===== src/design/ifrsv_defines.svh =====
`ifndef IFRSV_DEFINES_SVH
`define IFRSV_DEFINES_SVH

// Register offsets
`define IFRSV_OFS_CTRL2 8'h3d
`define IFRSV_OFS_SVEC 8'h3e
`define IFRSV_OFS_DATA 8'h3f

// Control two bit positions
`define IFRSV_B_NOCRC 0
`define IFRSV_B_CRC 1
`define IFRSV_B_SINGLE 2
`define IFRSV_B_NBFS 3
`define IFRSV_B_EOD 4

// Reset values
`define IFRSV_RST_CTRL2 8'h00
`define IFRSV_RST_SVEC 8'h00
`define IFRSV_RST_DATA 8'h00

// Source codes of the state vector
`define IFRSV_SRC_NONE 4'h0
`define IFRSV_SRC_EOF 4'h1
`define IFRSV_SRC_RX_RESPONSE_BYTE 4'h2
`define IFRSV_SRC_RX_HOLDING_FULL 4'h3
`define IFRSV_SRC_TX_HOLDING_EMPTY 4'h4
`define IFRSV_SRC_ARB 4'h5
`define IFRSV_SRC_CRC 4'h6
`define IFRSV_SRC_INV 4'h7
`define IFRSV_SRC_WAKE 4'h8

// Check sequence
`define IFRSV_CRC_POLY 8'h1d
`define IFRSV_CRC_INIT 8'hff

`endif


===== src/design/ifrsv_pkg.sv =====
package ifrsv_pkg;

  typedef enum logic [2:0] {
    SYM_NONE,
    SYM_NB0,
    SYM_NB1,
    SYM_BYTE,
    SYM_ONES,
    SYM_EOD
  } ifrsv_kind_t;

  typedef struct packed {
    logic valid;
    ifrsv_kind_t kind;
    logic [7:0] data;
  } ifrsv_sym_t;

  typedef struct packed {
    logic eod_ok;
    logic eof;
    logic byte_ok;
    logic byte_ifr;
    logic [7:0] byte_data;
    logic crc_err;
    logic invalid;
    logic wakeup;
    logic arb_lost;
    logic arb_late;
    logic bus_err;
  } ifrsv_rx_t;

endpackage : ifrsv_pkg


===== src/design/ifrsv_crc8.sv =====
`timescale 1ns/1ps
`default_nettype none
`include "ifrsv_defines.svh"

module ifrsv_crc8 (
  input wire logic clk_i,
  input wire logic rst_i,
  input wire logic clr_i,
  input wire logic en_i,
  input wire logic [7:0] data_i,
  output logic [7:0] crc_o
);

  logic [7:0] crc_ff;
  logic [7:0] nxt_crc;

  always_comb begin
    nxt_crc = crc_ff;
    for (int i = 7; i >= 0; i--) begin
      if (nxt_crc[7] ^ data_i[i]) begin
        nxt_crc = {nxt_crc[6:0], 1'b0} ^ `IFRSV_CRC_POLY;
      end else begin
        nxt_crc = {nxt_crc[6:0], 1'b0};
      end
    end
  end

  always_ff @(posedge clk_i or posedge rst_i) begin
    if (rst_i) begin
      crc_ff <= `IFRSV_CRC_INIT;
    end else if (clr_i) begin
      crc_ff <= `IFRSV_CRC_INIT;
    end else if (en_i) begin
      crc_ff <= nxt_crc;
    end
  end

  // Byte sent on the wire is the ones complement
  assign crc_o = ~crc_ff;

endmodule : ifrsv_crc8
`default_nettype wire


===== src/design/ifrsv_top.sv =====
// How it works
// - Crc multi-byte request sends the data register byte as first response byte.
// - Request set before good EOD: after EOD send normalization bit, then bytes.
// - Crc mode: host raises end-of-data after last byte; send byte, crc, EOD.
// - Crc request clears itself on EOD sent, bus error or underrun.
// - Moving a byte into the shifter raises holding-empty, except in single mode; host loads next.
// - Single byte: EOD right after the one byte, no crc, no holding-empty raised.
// - Request written after EOD received stays cleared, nothing sent.
// - Arbitration lost in crc response: flag it, stop, clear request, no retry.
// - Arbitration lost in last two bits still sends two extra ones.
// - No-crc mode ends with last byte and EOD, never a crc byte.
// - No-crc request clears itself on EOD sent, bus error or underrun.
// - Arbitration lost in no-crc response clears request, no resend.
// - State vector is read-only, resets to zero, code in bits 5 to 2.
// - Highest pending source reported as code times four, wakeup highest.
// - Reading the vector clears the reported source except data service ones.
// - Receive sources clear only on vector read then data register read.
// - Holding-empty clears on vector read then data write, or end-of-data set.
// - After a source clears, the next lower pending one shows at once.
// - Several request bits: single over crc over no-crc; readback as written.
`timescale 1ns/1ps
`default_nettype none
`include "ifrsv_defines.svh"

module ifrsv_top (
  input wire logic CLK_SYS_I,
  input wire logic RST_I,
  input wire logic [7:0] ADDR_I,
  input wire logic [7:0] WR_DATA_I,
  input wire logic WR_I,
  input wire logic RD_I,
  output logic [7:0] RD_DATA_O,
  input wire ifrsv_pkg::ifrsv_rx_t LNK_RX_I,
  input wire logic LNK_SYM_DONE_I,
  output ifrsv_pkg::ifrsv_sym_t LNK_SYM_O,
  output logic TX_BUSY_O
);

  typedef enum logic [2:0] {
    ST_IDLE,
    ST_NB,
    ST_BYTE,
    ST_CRC,
    ST_EOD,
    ST_ONES
  } ifrsv_state_t;

  ////////////////////////////////////////////////////////////////////////////
  // Register decode

  logic [2:0] req_ff;
  logic nbfs_ff;
  logic eod_req_ff;
  logic eod_seen_ff;
  logic [7:0] hold_ff;
  logic hold_full_ff;
  logic [7:0] rx_data_ff;
  logic [8:1] flag_ff;
  logic [3:0] sv_src_ff;
  logic sv_armed_ff;
  logic [7:0] rd_data_ff;
  logic busy_ff;
  ifrsv_state_t state_ff;
  ifrsv_state_t nxt_state;
  ifrsv_pkg::ifrsv_sym_t sym_ff;
  ifrsv_pkg::ifrsv_sym_t nxt_sym;

  wire sel_ctrl = (ADDR_I == `IFRSV_OFS_CTRL2);
  wire sel_svec = (ADDR_I == `IFRSV_OFS_SVEC);
  wire sel_data = (ADDR_I == `IFRSV_OFS_DATA);
  wire wr_ctrl = WR_I && sel_ctrl;
  wire wr_data = WR_I && sel_data;
  wire rd_svec = RD_I && sel_svec;
  wire rd_data = RD_I && sel_data;
  wire end_of_data_req_set = wr_ctrl && WR_DATA_I[`IFRSV_B_EOD];

  // Priority encoding of the written request bits
  wire act_single = req_ff[`IFRSV_B_SINGLE];
  wire act_crc = !act_single && req_ff[`IFRSV_B_CRC];
  wire act_nocrc = !act_single && !act_crc && req_ff[`IFRSV_B_NOCRC];
  wire act_any = act_single || act_crc || act_nocrc;

  // Normalization bit: one for crc responses, zero otherwise, unless format flipped
  wire nb_one = act_crc ? !nbfs_ff : nbfs_ff;

  ////////////////////////////////////////////////////////////////////////////
  // Response sequencer

  logic load;
  logic finish;
  logic abort;
  logic arb_evt;
  logic crc_clr;
  logic [7:0] crc_val;
  wire done = LNK_SYM_DONE_I;
  wire busy = (state_ff != ST_IDLE);

  always_comb begin
    nxt_state = state_ff;
    nxt_sym = sym_ff;
    load = 1'b0;
    finish = 1'b0;
    abort = 1'b0;
    arb_evt = 1'b0;
    crc_clr = 1'b0;
    case (state_ff)
      ST_IDLE: begin
        nxt_sym = '0;
        if (LNK_RX_I.eod_ok && act_any) begin
          nxt_state = ST_NB;
          nxt_sym.valid = 1'b1;
          nxt_sym.kind = nb_one ? ifrsv_pkg::SYM_NB1 : ifrsv_pkg::SYM_NB0;
          crc_clr = 1'b1;
        end
      end
      ST_NB: begin
        if (done) begin
          nxt_state = ST_BYTE;
          nxt_sym.kind = ifrsv_pkg::SYM_BYTE;
          nxt_sym.data = hold_ff;
          load = 1'b1;
        end
      end
      ST_BYTE: begin
        if (done) begin
          if (eod_req_ff || act_single) begin
            if (act_crc) begin
              nxt_state = ST_CRC;
              nxt_sym.kind = ifrsv_pkg::SYM_BYTE;
              nxt_sym.data = crc_val;
            end else begin
              nxt_state = ST_EOD;
              nxt_sym.kind = ifrsv_pkg::SYM_EOD;
            end
          end else if (hold_full_ff) begin
            nxt_sym.data = hold_ff;
            load = 1'b1;
          end else begin
            // Underrun: two extra ones force a byte-boundary fault
            nxt_state = ST_ONES;
            nxt_sym.kind = ifrsv_pkg::SYM_ONES;
            abort = 1'b1;
          end
        end
      end
      ST_CRC: begin
        if (done) begin
          nxt_state = ST_EOD;
          nxt_sym.kind = ifrsv_pkg::SYM_EOD;
        end
      end
      ST_EOD: begin
        if (done) begin
          nxt_state = ST_IDLE;
          nxt_sym = '0;
          finish = 1'b1;
        end
      end
      ST_ONES: begin
        if (done) begin
          nxt_state = ST_IDLE;
          nxt_sym = '0;
        end
      end
      default: begin
        nxt_state = ST_IDLE;
        nxt_sym = '0;
      end
    endcase
    if (busy && state_ff != ST_ONES) begin
      if (LNK_RX_I.bus_err) begin
        nxt_state = ST_IDLE;
        nxt_sym = '0;
        load = 1'b0;
        abort = 1'b1;
      end else if (LNK_RX_I.arb_lost) begin
        arb_evt = 1'b1;
        abort = 1'b1;
        load = 1'b0;
        if (LNK_RX_I.arb_late) begin
          nxt_state = ST_ONES;
          nxt_sym.valid = 1'b1;
          nxt_sym.kind = ifrsv_pkg::SYM_ONES;
        end else begin
          nxt_state = ST_IDLE;
          nxt_sym = '0;
        end
      end
    end
  end

  ifrsv_crc8 u_crc (
    .clk_i(CLK_SYS_I),
    .rst_i(RST_I),
    .clr_i(crc_clr),
    .en_i(load),
    .data_i(hold_ff),
    .crc_o(crc_val)
  );

  always_ff @(posedge CLK_SYS_I or posedge RST_I) begin
    if (RST_I) begin
      state_ff <= ST_IDLE;
      sym_ff <= '0;
      busy_ff <= 1'b0;
    end else begin
      state_ff <= nxt_state;
      sym_ff <= nxt_sym;
      busy_ff <= (nxt_state != ST_IDLE);
    end
  end

  ////////////////////////////////////////////////////////////////////////////
  // Control two, holding register, receive data

  // After end of data only requests armed before it may stay set, e.g. beside end-of-data
  wire [2:0] wr_req = WR_DATA_I[2:0] & (req_ff | {3{!eod_seen_ff}});
  wire [2:0] nxt_req = wr_ctrl ? wr_req : ((finish || abort) ? 3'h0 : req_ff);
  wire nxt_eod_req = end_of_data_req_set || (eod_req_ff && !(finish || abort));

  always_ff @(posedge CLK_SYS_I or posedge RST_I) begin
    if (RST_I) begin
      req_ff <= 3'h0;
      nbfs_ff <= 1'b0;
      eod_req_ff <= 1'b0;
      eod_seen_ff <= 1'b0;
    end else begin
      req_ff <= nxt_req;
      nbfs_ff <= wr_ctrl ? WR_DATA_I[`IFRSV_B_NBFS] : nbfs_ff;
      eod_req_ff <= nxt_eod_req;
      eod_seen_ff <= LNK_RX_I.eod_ok || (eod_seen_ff && !LNK_RX_I.eof);
    end
  end

  always_ff @(posedge CLK_SYS_I or posedge RST_I) begin
    if (RST_I) begin
      hold_ff <= `IFRSV_RST_DATA;
      hold_full_ff <= 1'b0;
      rx_data_ff <= `IFRSV_RST_DATA;
    end else begin
      hold_ff <= wr_data ? WR_DATA_I : hold_ff;
      hold_full_ff <= wr_data || (hold_full_ff && !load);
      rx_data_ff <= LNK_RX_I.byte_ok ? LNK_RX_I.byte_data : rx_data_ff;
    end
  end

  ////////////////////////////////////////////////////////////////////////////
  // State vector

  logic [3:0] src_code;
  always_comb begin
    src_code = `IFRSV_SRC_NONE;
    for (int i = 1; i <= 8; i++) begin
      if (flag_ff[i]) begin
        src_code = 4'(i);
      end
    end
  end

  wire src_is_rx = (sv_src_ff == `IFRSV_SRC_RX_RESPONSE_BYTE) || (sv_src_ff == `IFRSV_SRC_RX_HOLDING_FULL);
  wire code_svc = (src_code == `IFRSV_SRC_RX_RESPONSE_BYTE) || (src_code == `IFRSV_SRC_RX_HOLDING_FULL) ||
                  (src_code == `IFRSV_SRC_TX_HOLDING_EMPTY);

  logic [8:1] set_v;
  logic [8:1] clr_v;
  always_comb begin
    set_v = '0;
    set_v[`IFRSV_SRC_EOF] = LNK_RX_I.eof;
    set_v[`IFRSV_SRC_RX_RESPONSE_BYTE] = LNK_RX_I.byte_ok && LNK_RX_I.byte_ifr;
    set_v[`IFRSV_SRC_RX_HOLDING_FULL] = LNK_RX_I.byte_ok && !LNK_RX_I.byte_ifr;
    set_v[`IFRSV_SRC_TX_HOLDING_EMPTY] = load && !act_single;
    set_v[`IFRSV_SRC_ARB] = arb_evt;
    set_v[`IFRSV_SRC_CRC] = LNK_RX_I.crc_err;
    set_v[`IFRSV_SRC_INV] = LNK_RX_I.invalid;
    set_v[`IFRSV_SRC_WAKE] = LNK_RX_I.wakeup;
    clr_v = '0;
    if (rd_svec && !code_svc && src_code != `IFRSV_SRC_NONE) begin
      clr_v[src_code] = 1'b1;
    end
    if (rd_data && sv_armed_ff && src_is_rx) begin
      clr_v[sv_src_ff] = 1'b1;
    end
    if ((wr_data && sv_armed_ff && sv_src_ff == `IFRSV_SRC_TX_HOLDING_EMPTY) || end_of_data_req_set) begin
      clr_v[`IFRSV_SRC_TX_HOLDING_EMPTY] = 1'b1;
    end
  end

  always_ff @(posedge CLK_SYS_I or posedge RST_I) begin
    if (RST_I) begin
      flag_ff <= '0;
      sv_src_ff <= `IFRSV_SRC_NONE;
      sv_armed_ff <= 1'b0;
    end else begin
      flag_ff <= (flag_ff & ~clr_v) | set_v;
      sv_src_ff <= rd_svec ? src_code : sv_src_ff;
      sv_armed_ff <= rd_svec ? code_svc : (sv_armed_ff && !(rd_data || wr_data));
    end
  end

  ////////////////////////////////////////////////////////////////////////////
  // Read port

  wire [7:0] ctrl_rd = {3'h0, eod_req_ff, nbfs_ff, req_ff};
  wire [7:0] svec_rd = {2'h0, src_code, 2'h0};
  wire [7:0] rd_mux = sel_ctrl ? ctrl_rd : sel_svec ? svec_rd : sel_data ? rx_data_ff : 8'h00;

  always_ff @(posedge CLK_SYS_I or posedge RST_I) begin
    if (RST_I) begin
      rd_data_ff <= 8'h00;
    end else begin
      rd_data_ff <= RD_I ? rd_mux : 8'h00;
    end
  end

  assign RD_DATA_O = rd_data_ff;
  assign LNK_SYM_O = sym_ff;
  assign TX_BUSY_O = busy_ff;

endmodule : ifrsv_top
`default_nettype wire


===== config.mk =====
export PLATFORM = sky130hd
export DESIGN_NAME = ifrsv_top
export DESIGN_NICKNAME = d
export VERILOG_FILES = /design/src/design/ifrsv_pkg.sv /design/src/design/ifrsv_crc8.sv /design/src/design/ifrsv_top.sv
export VERILOG_INCLUDE_DIRS = /design/src /design/src/design
export SDC_FILE = /design/constraint.sdc
export NUM_CORES = 1
export LEC_CHECK = 0
export BUFFER_PORTS_ARGS = -buffer_cell sky130_fd_sc_hd__buf_2
export CAP_MARGIN = 20
export CELL_PAD_IN_SITES_DETAIL_PLACEMENT = 1
export CELL_PAD_IN_SITES_GLOBAL_PLACEMENT = 1
export CORE_MARGIN = 10
export CORE_UTILIZATION = 40
export DETAILED_ROUTE_END_ITERATION = 8
export PLACE_DENSITY = 0.85
export RECOVER_POWER = 25
export SLEW_MARGIN = 20
export SYNTH_ARGS = -nofsm -noshare
export SYNTH_HDL_FRONTEND = slang
export SYNTH_SLANG_ARGS = --single-unit

===== constraint.sdc =====
create_clock -name CLK_SYS_I -period 1.85 [get_ports CLK_SYS_I]
set_input_delay 0.0925 -clock CLK_SYS_I [delete_from_list [all_inputs] [get_ports CLK_SYS_I]]
set_output_delay 0.0925 -clock CLK_SYS_I [all_outputs]
set_load 0.01 [all_outputs]

==> flow_metrics.env <==
export IMPL_whs_ns=0.0184
export IMPL_cts_buffers=9
export IMPL_io_pins=60
export IMPL_syn_area_per_cell_um2=9.75
export IMPL_synth_top_area_cell="dfrtp_1"
export IMPL_hpwl_mm=9.28
export IMPL_fin_ws_ns=-0.0987
export IMPL_drc_errors=0
export IMPL_clockPowerShare_pct=25.1
export IMPL_p_leak_nw=2.29
export IMPL_synth_cells=402
export IMPL_seq_area_frac_synth_pct=43.7
export IMPL_wirelength_mm=13.6
export IMPL_setup_viol=2
export IMPL_fin_crit_ns=1.95
export IMPL_swShare_pct=36.0
export IMPL_startpoint_type="flop"
export IMPL_end_kind="flop"
export IMPL_core_area_um2=9640
export IMPL_initial_core_util_pct=40.7
export IMPL_pre_cts_slack_ns=-0.105
export IMPL_cts_clk_slew_worst_paths_ns=0.07
export IMPL_pwr_share_seq_pct=31.5
export IMPL_path_class="reg -> reg"
export IMPL_slowest_stage="dfrtp_1"
export IMPL_yosysUniqueCellTypes=61
export IMPL_cts_tree="built"
export IMPL_switching_power_mw=2.25
export IMPL_worstPathRequired_ns=2.14
export IMPL_synthesis_nets=441
export IMPL_synth_edf_count=0
export IMPL_syn_to_final_growth_pct=31.8
export IMPL_critPathArrivalTime_ns=2.23
export IMPL_ctsRootBufferMaster="clkbuf_8"
export IMPL_antenna_cells=0
export IMPL_vias_per_cell=5.65
export IMPL_final_period_utilization_pct=105
export IMPL_synthTopCellsByCount="60 x dfrtp_1, 32 x a21oi_1, 26 x nor2_1"
export IMPL_fp_dieW_um=119
export IMPL_wl_per_cell_um=20.8
export IMPL_drive_gt1_share_pct=32.2
export IMPL_fin_skew_ns=0.0106
export IMPL_yosysWarnings=0
export IMPL_clock_latency_ns=0.35
export IMPL_tightest_slew_ns=1.03
export IMPL_drt_iter0_markers=135
export IMPL_rsz0062_at_grt="true"
export IMPL_synth_top_area_share_pct=38.3
export IMPL_dieArea_um2=14200
export IMPL_nets=552
export IMPL_synth_most_common_cell="dfrtp_1"
export IMPL_maxCapViolCount=0
export IMPL_num_vias=3678
export IMPL_synth_seq_cells=68
export IMPL_first_global_vias=4117
export IMPL_overflow=0
export IMPL_powerDensity_nw_per_um2=1210
export IMPL_vdd_drop_max_mv=0.608
export IMPL_cpPeakStageDelay_ns=0.42
export IMPL_slew_headroom_pct=31.4
export IMPL_internal_power_mw=3.99
export IMPL_grt_max_degree=41
export IMPL_tns_ns=-0.143
export IMPL_grt_pass1_wl_mm=21.6
export IMPL_fp_row_count=36
export IMPL_synth_flop_cell="dfrtp_1"
export IMPL_ys_top_cells_by_area="dfrtp_1 38%, dfstp_2 5.4%, mux2_2 5.2%, xnor2_1 4.9%, a21oi_1 4.1%"
export IMPL_cp_max_fo=4
export IMPL_power_frac_comb_pct=43.4
export IMPL_status="finished with violations"
export IMPL_drtPass1Iterations=4
export IMPL_synth_area_um2=3920
export IMPL_grt_usage_pct=18.6
export IMPL_violations="negative setup slack"
export IMPL_power_mw=6.24
export IMPL_fin_util_pct=53.6
export IMPL_slew_viol_final=0
export IMPL_cp_cell_sequence="or3b_1 -> or3_1 -> a211o_1 -> a211o_1 -> or3b_1"
export IMPL_numPortBuffers=59
export IMPL_hp_class="in -> reg"
export IMPL_cts_sinks=68
export IMPL_place_gp_congestion=0.863
export IMPL_fmax_ghz=0.513
export IMPL_async_flop_share_pct=100
export IMPL_fp_dieH_um=119
export IMPL_final_antenna_net_count=0
export IMPL_htreeDepth=3
export IMPL_hold_viol=0
export IMPL_antenna_found_initial=0
export IMPL_clock_tree_buffer_depth=2
kinds of logic after synthesis:
logic type	synth area share, %
AOI/OAI and AO/OA	19.4
DFF	43.7
muxes	6.96
buffers and inverters	3.99
xor gates and xnor gates	6.74
and+or+nand+nor	19.2
state kept, by name, indices dropped and copies added, names as in the netlist, 3 cells and up:
| signal | flops |
|---|---|
| LNK_SYM_O | 12 |
| RD_DATA_O | 8 |
| flag_ff | 8 |
| hold_ff | 8 |
| rx_data_ff | 8 |
| u_crc.crc_ff | 8 |
| sv_src_ff | 4 |
| req_ff | 3 |
| state_ff | 3 |
path summary, 6_finish.rpt:
check,cells after the start,start,to,slack (ns)
worst max-delay path,5,state_ff[0]$_DFF_PP0_,TX_BUSY_O$_DFF_PP0_,-0.1
worst min-delay path,2,WR_DATA_I[3],nbfs_ff$_DFFE_PP0P_,0.02
worst max register to register,5,state_ff[0]$_DFF_PP0_,TX_BUSY_O$_DFF_PP0_,-0.1
worst min register to register,1,flag_ff[1]$_DFF_PP0_,flag_ff[1]$_DFF_PP0_,0.49
max in group asynchronous,4,RST_I,state_ff[1]$_DFF_PP0_,0.57
min in group asynchronous,4,RST_I,rx_data_ff[7]$_DFFE_PP0P_,0.51
through the flow:
| step | std cells | area (um2) |
|---|---|---|
| floorplan | 402 | 3930 |
| global placement | 612 | 4610 |
| detailed placement | 612 | 4610 |
| CTS | 649 | 5100 |
| global route | 651 | 5160 |
| finish | 651 | 5160 |
per-layer routing:
metal / wire (um) / global-route usage (%)
met5: 0 / 0
met4: 376 / 7.10
met3: 779 / 5.43
met2: 6830 / 31.9
met1: 5570 / 21.4
placed cells by master, fill, tap and decap left out, types with 12 or more instances in the layout:
| cell type | netlist | final |
|---|---|---|
| a21oi_1 | 32 | 32 |
| buf_2 | 4 | 59 |
| buf_4 | 2 | 45 |
| dfrtp_1 | 60 | 60 |
| dlygate4sd3_1 | 0 | 19 |
| mux2_2 | 18 | 18 |
| nand2_1 | 23 | 23 |
| nor2_1 | 26 | 26 |
| nor2b_1 | 14 | 14 |
| o211ai_1 | 12 | 12 |
| o21ai_0 | 18 | 16 |
| xnor2_1 | 22 | 19 |
what timing repair did:
action	4_1_cts	5_1_grt
buffers inserted	2	2
hold endpoints to repair	79	0
setup endpoints to repair	6	21
hold buffers	19	0
resized for setup	8	10
pin swaps	3	5
power groups by stage:
stage	Combinational [mW]	Clock, mW	Sequential [mW]
floorplan	1.58	0	1.92
global placement	2.24	0	1.94
detailed placement	2.37	0	1.96
CTS	2.49	1.60	1.94
global route	2.94	1.67	1.99
finish	2.71	1.56	1.97
critical path: cells and delay by family (launching register included):
| kind | cells | cell delay, ns |
|---|---|---|
| flops | 1 | 0.42 |
| compound gates | 2 | 0.55 |
| simple gates | 3 | 0.93 |
cell type report:
type / count / area (um2)
Sequential cell: 68 / 1710
Clock buffer: 10 / 138
Clock inverter: 6 / 111
Fill cell: 1131 / 4470
Multi-Input combinational cell: 298 / 2150
Inverter: 9 / 33.8
Timing Repair Buffer: 127 / 857
Tap cell: 133 / 166
Note: power is estimated with default switching activity, not from simulation.
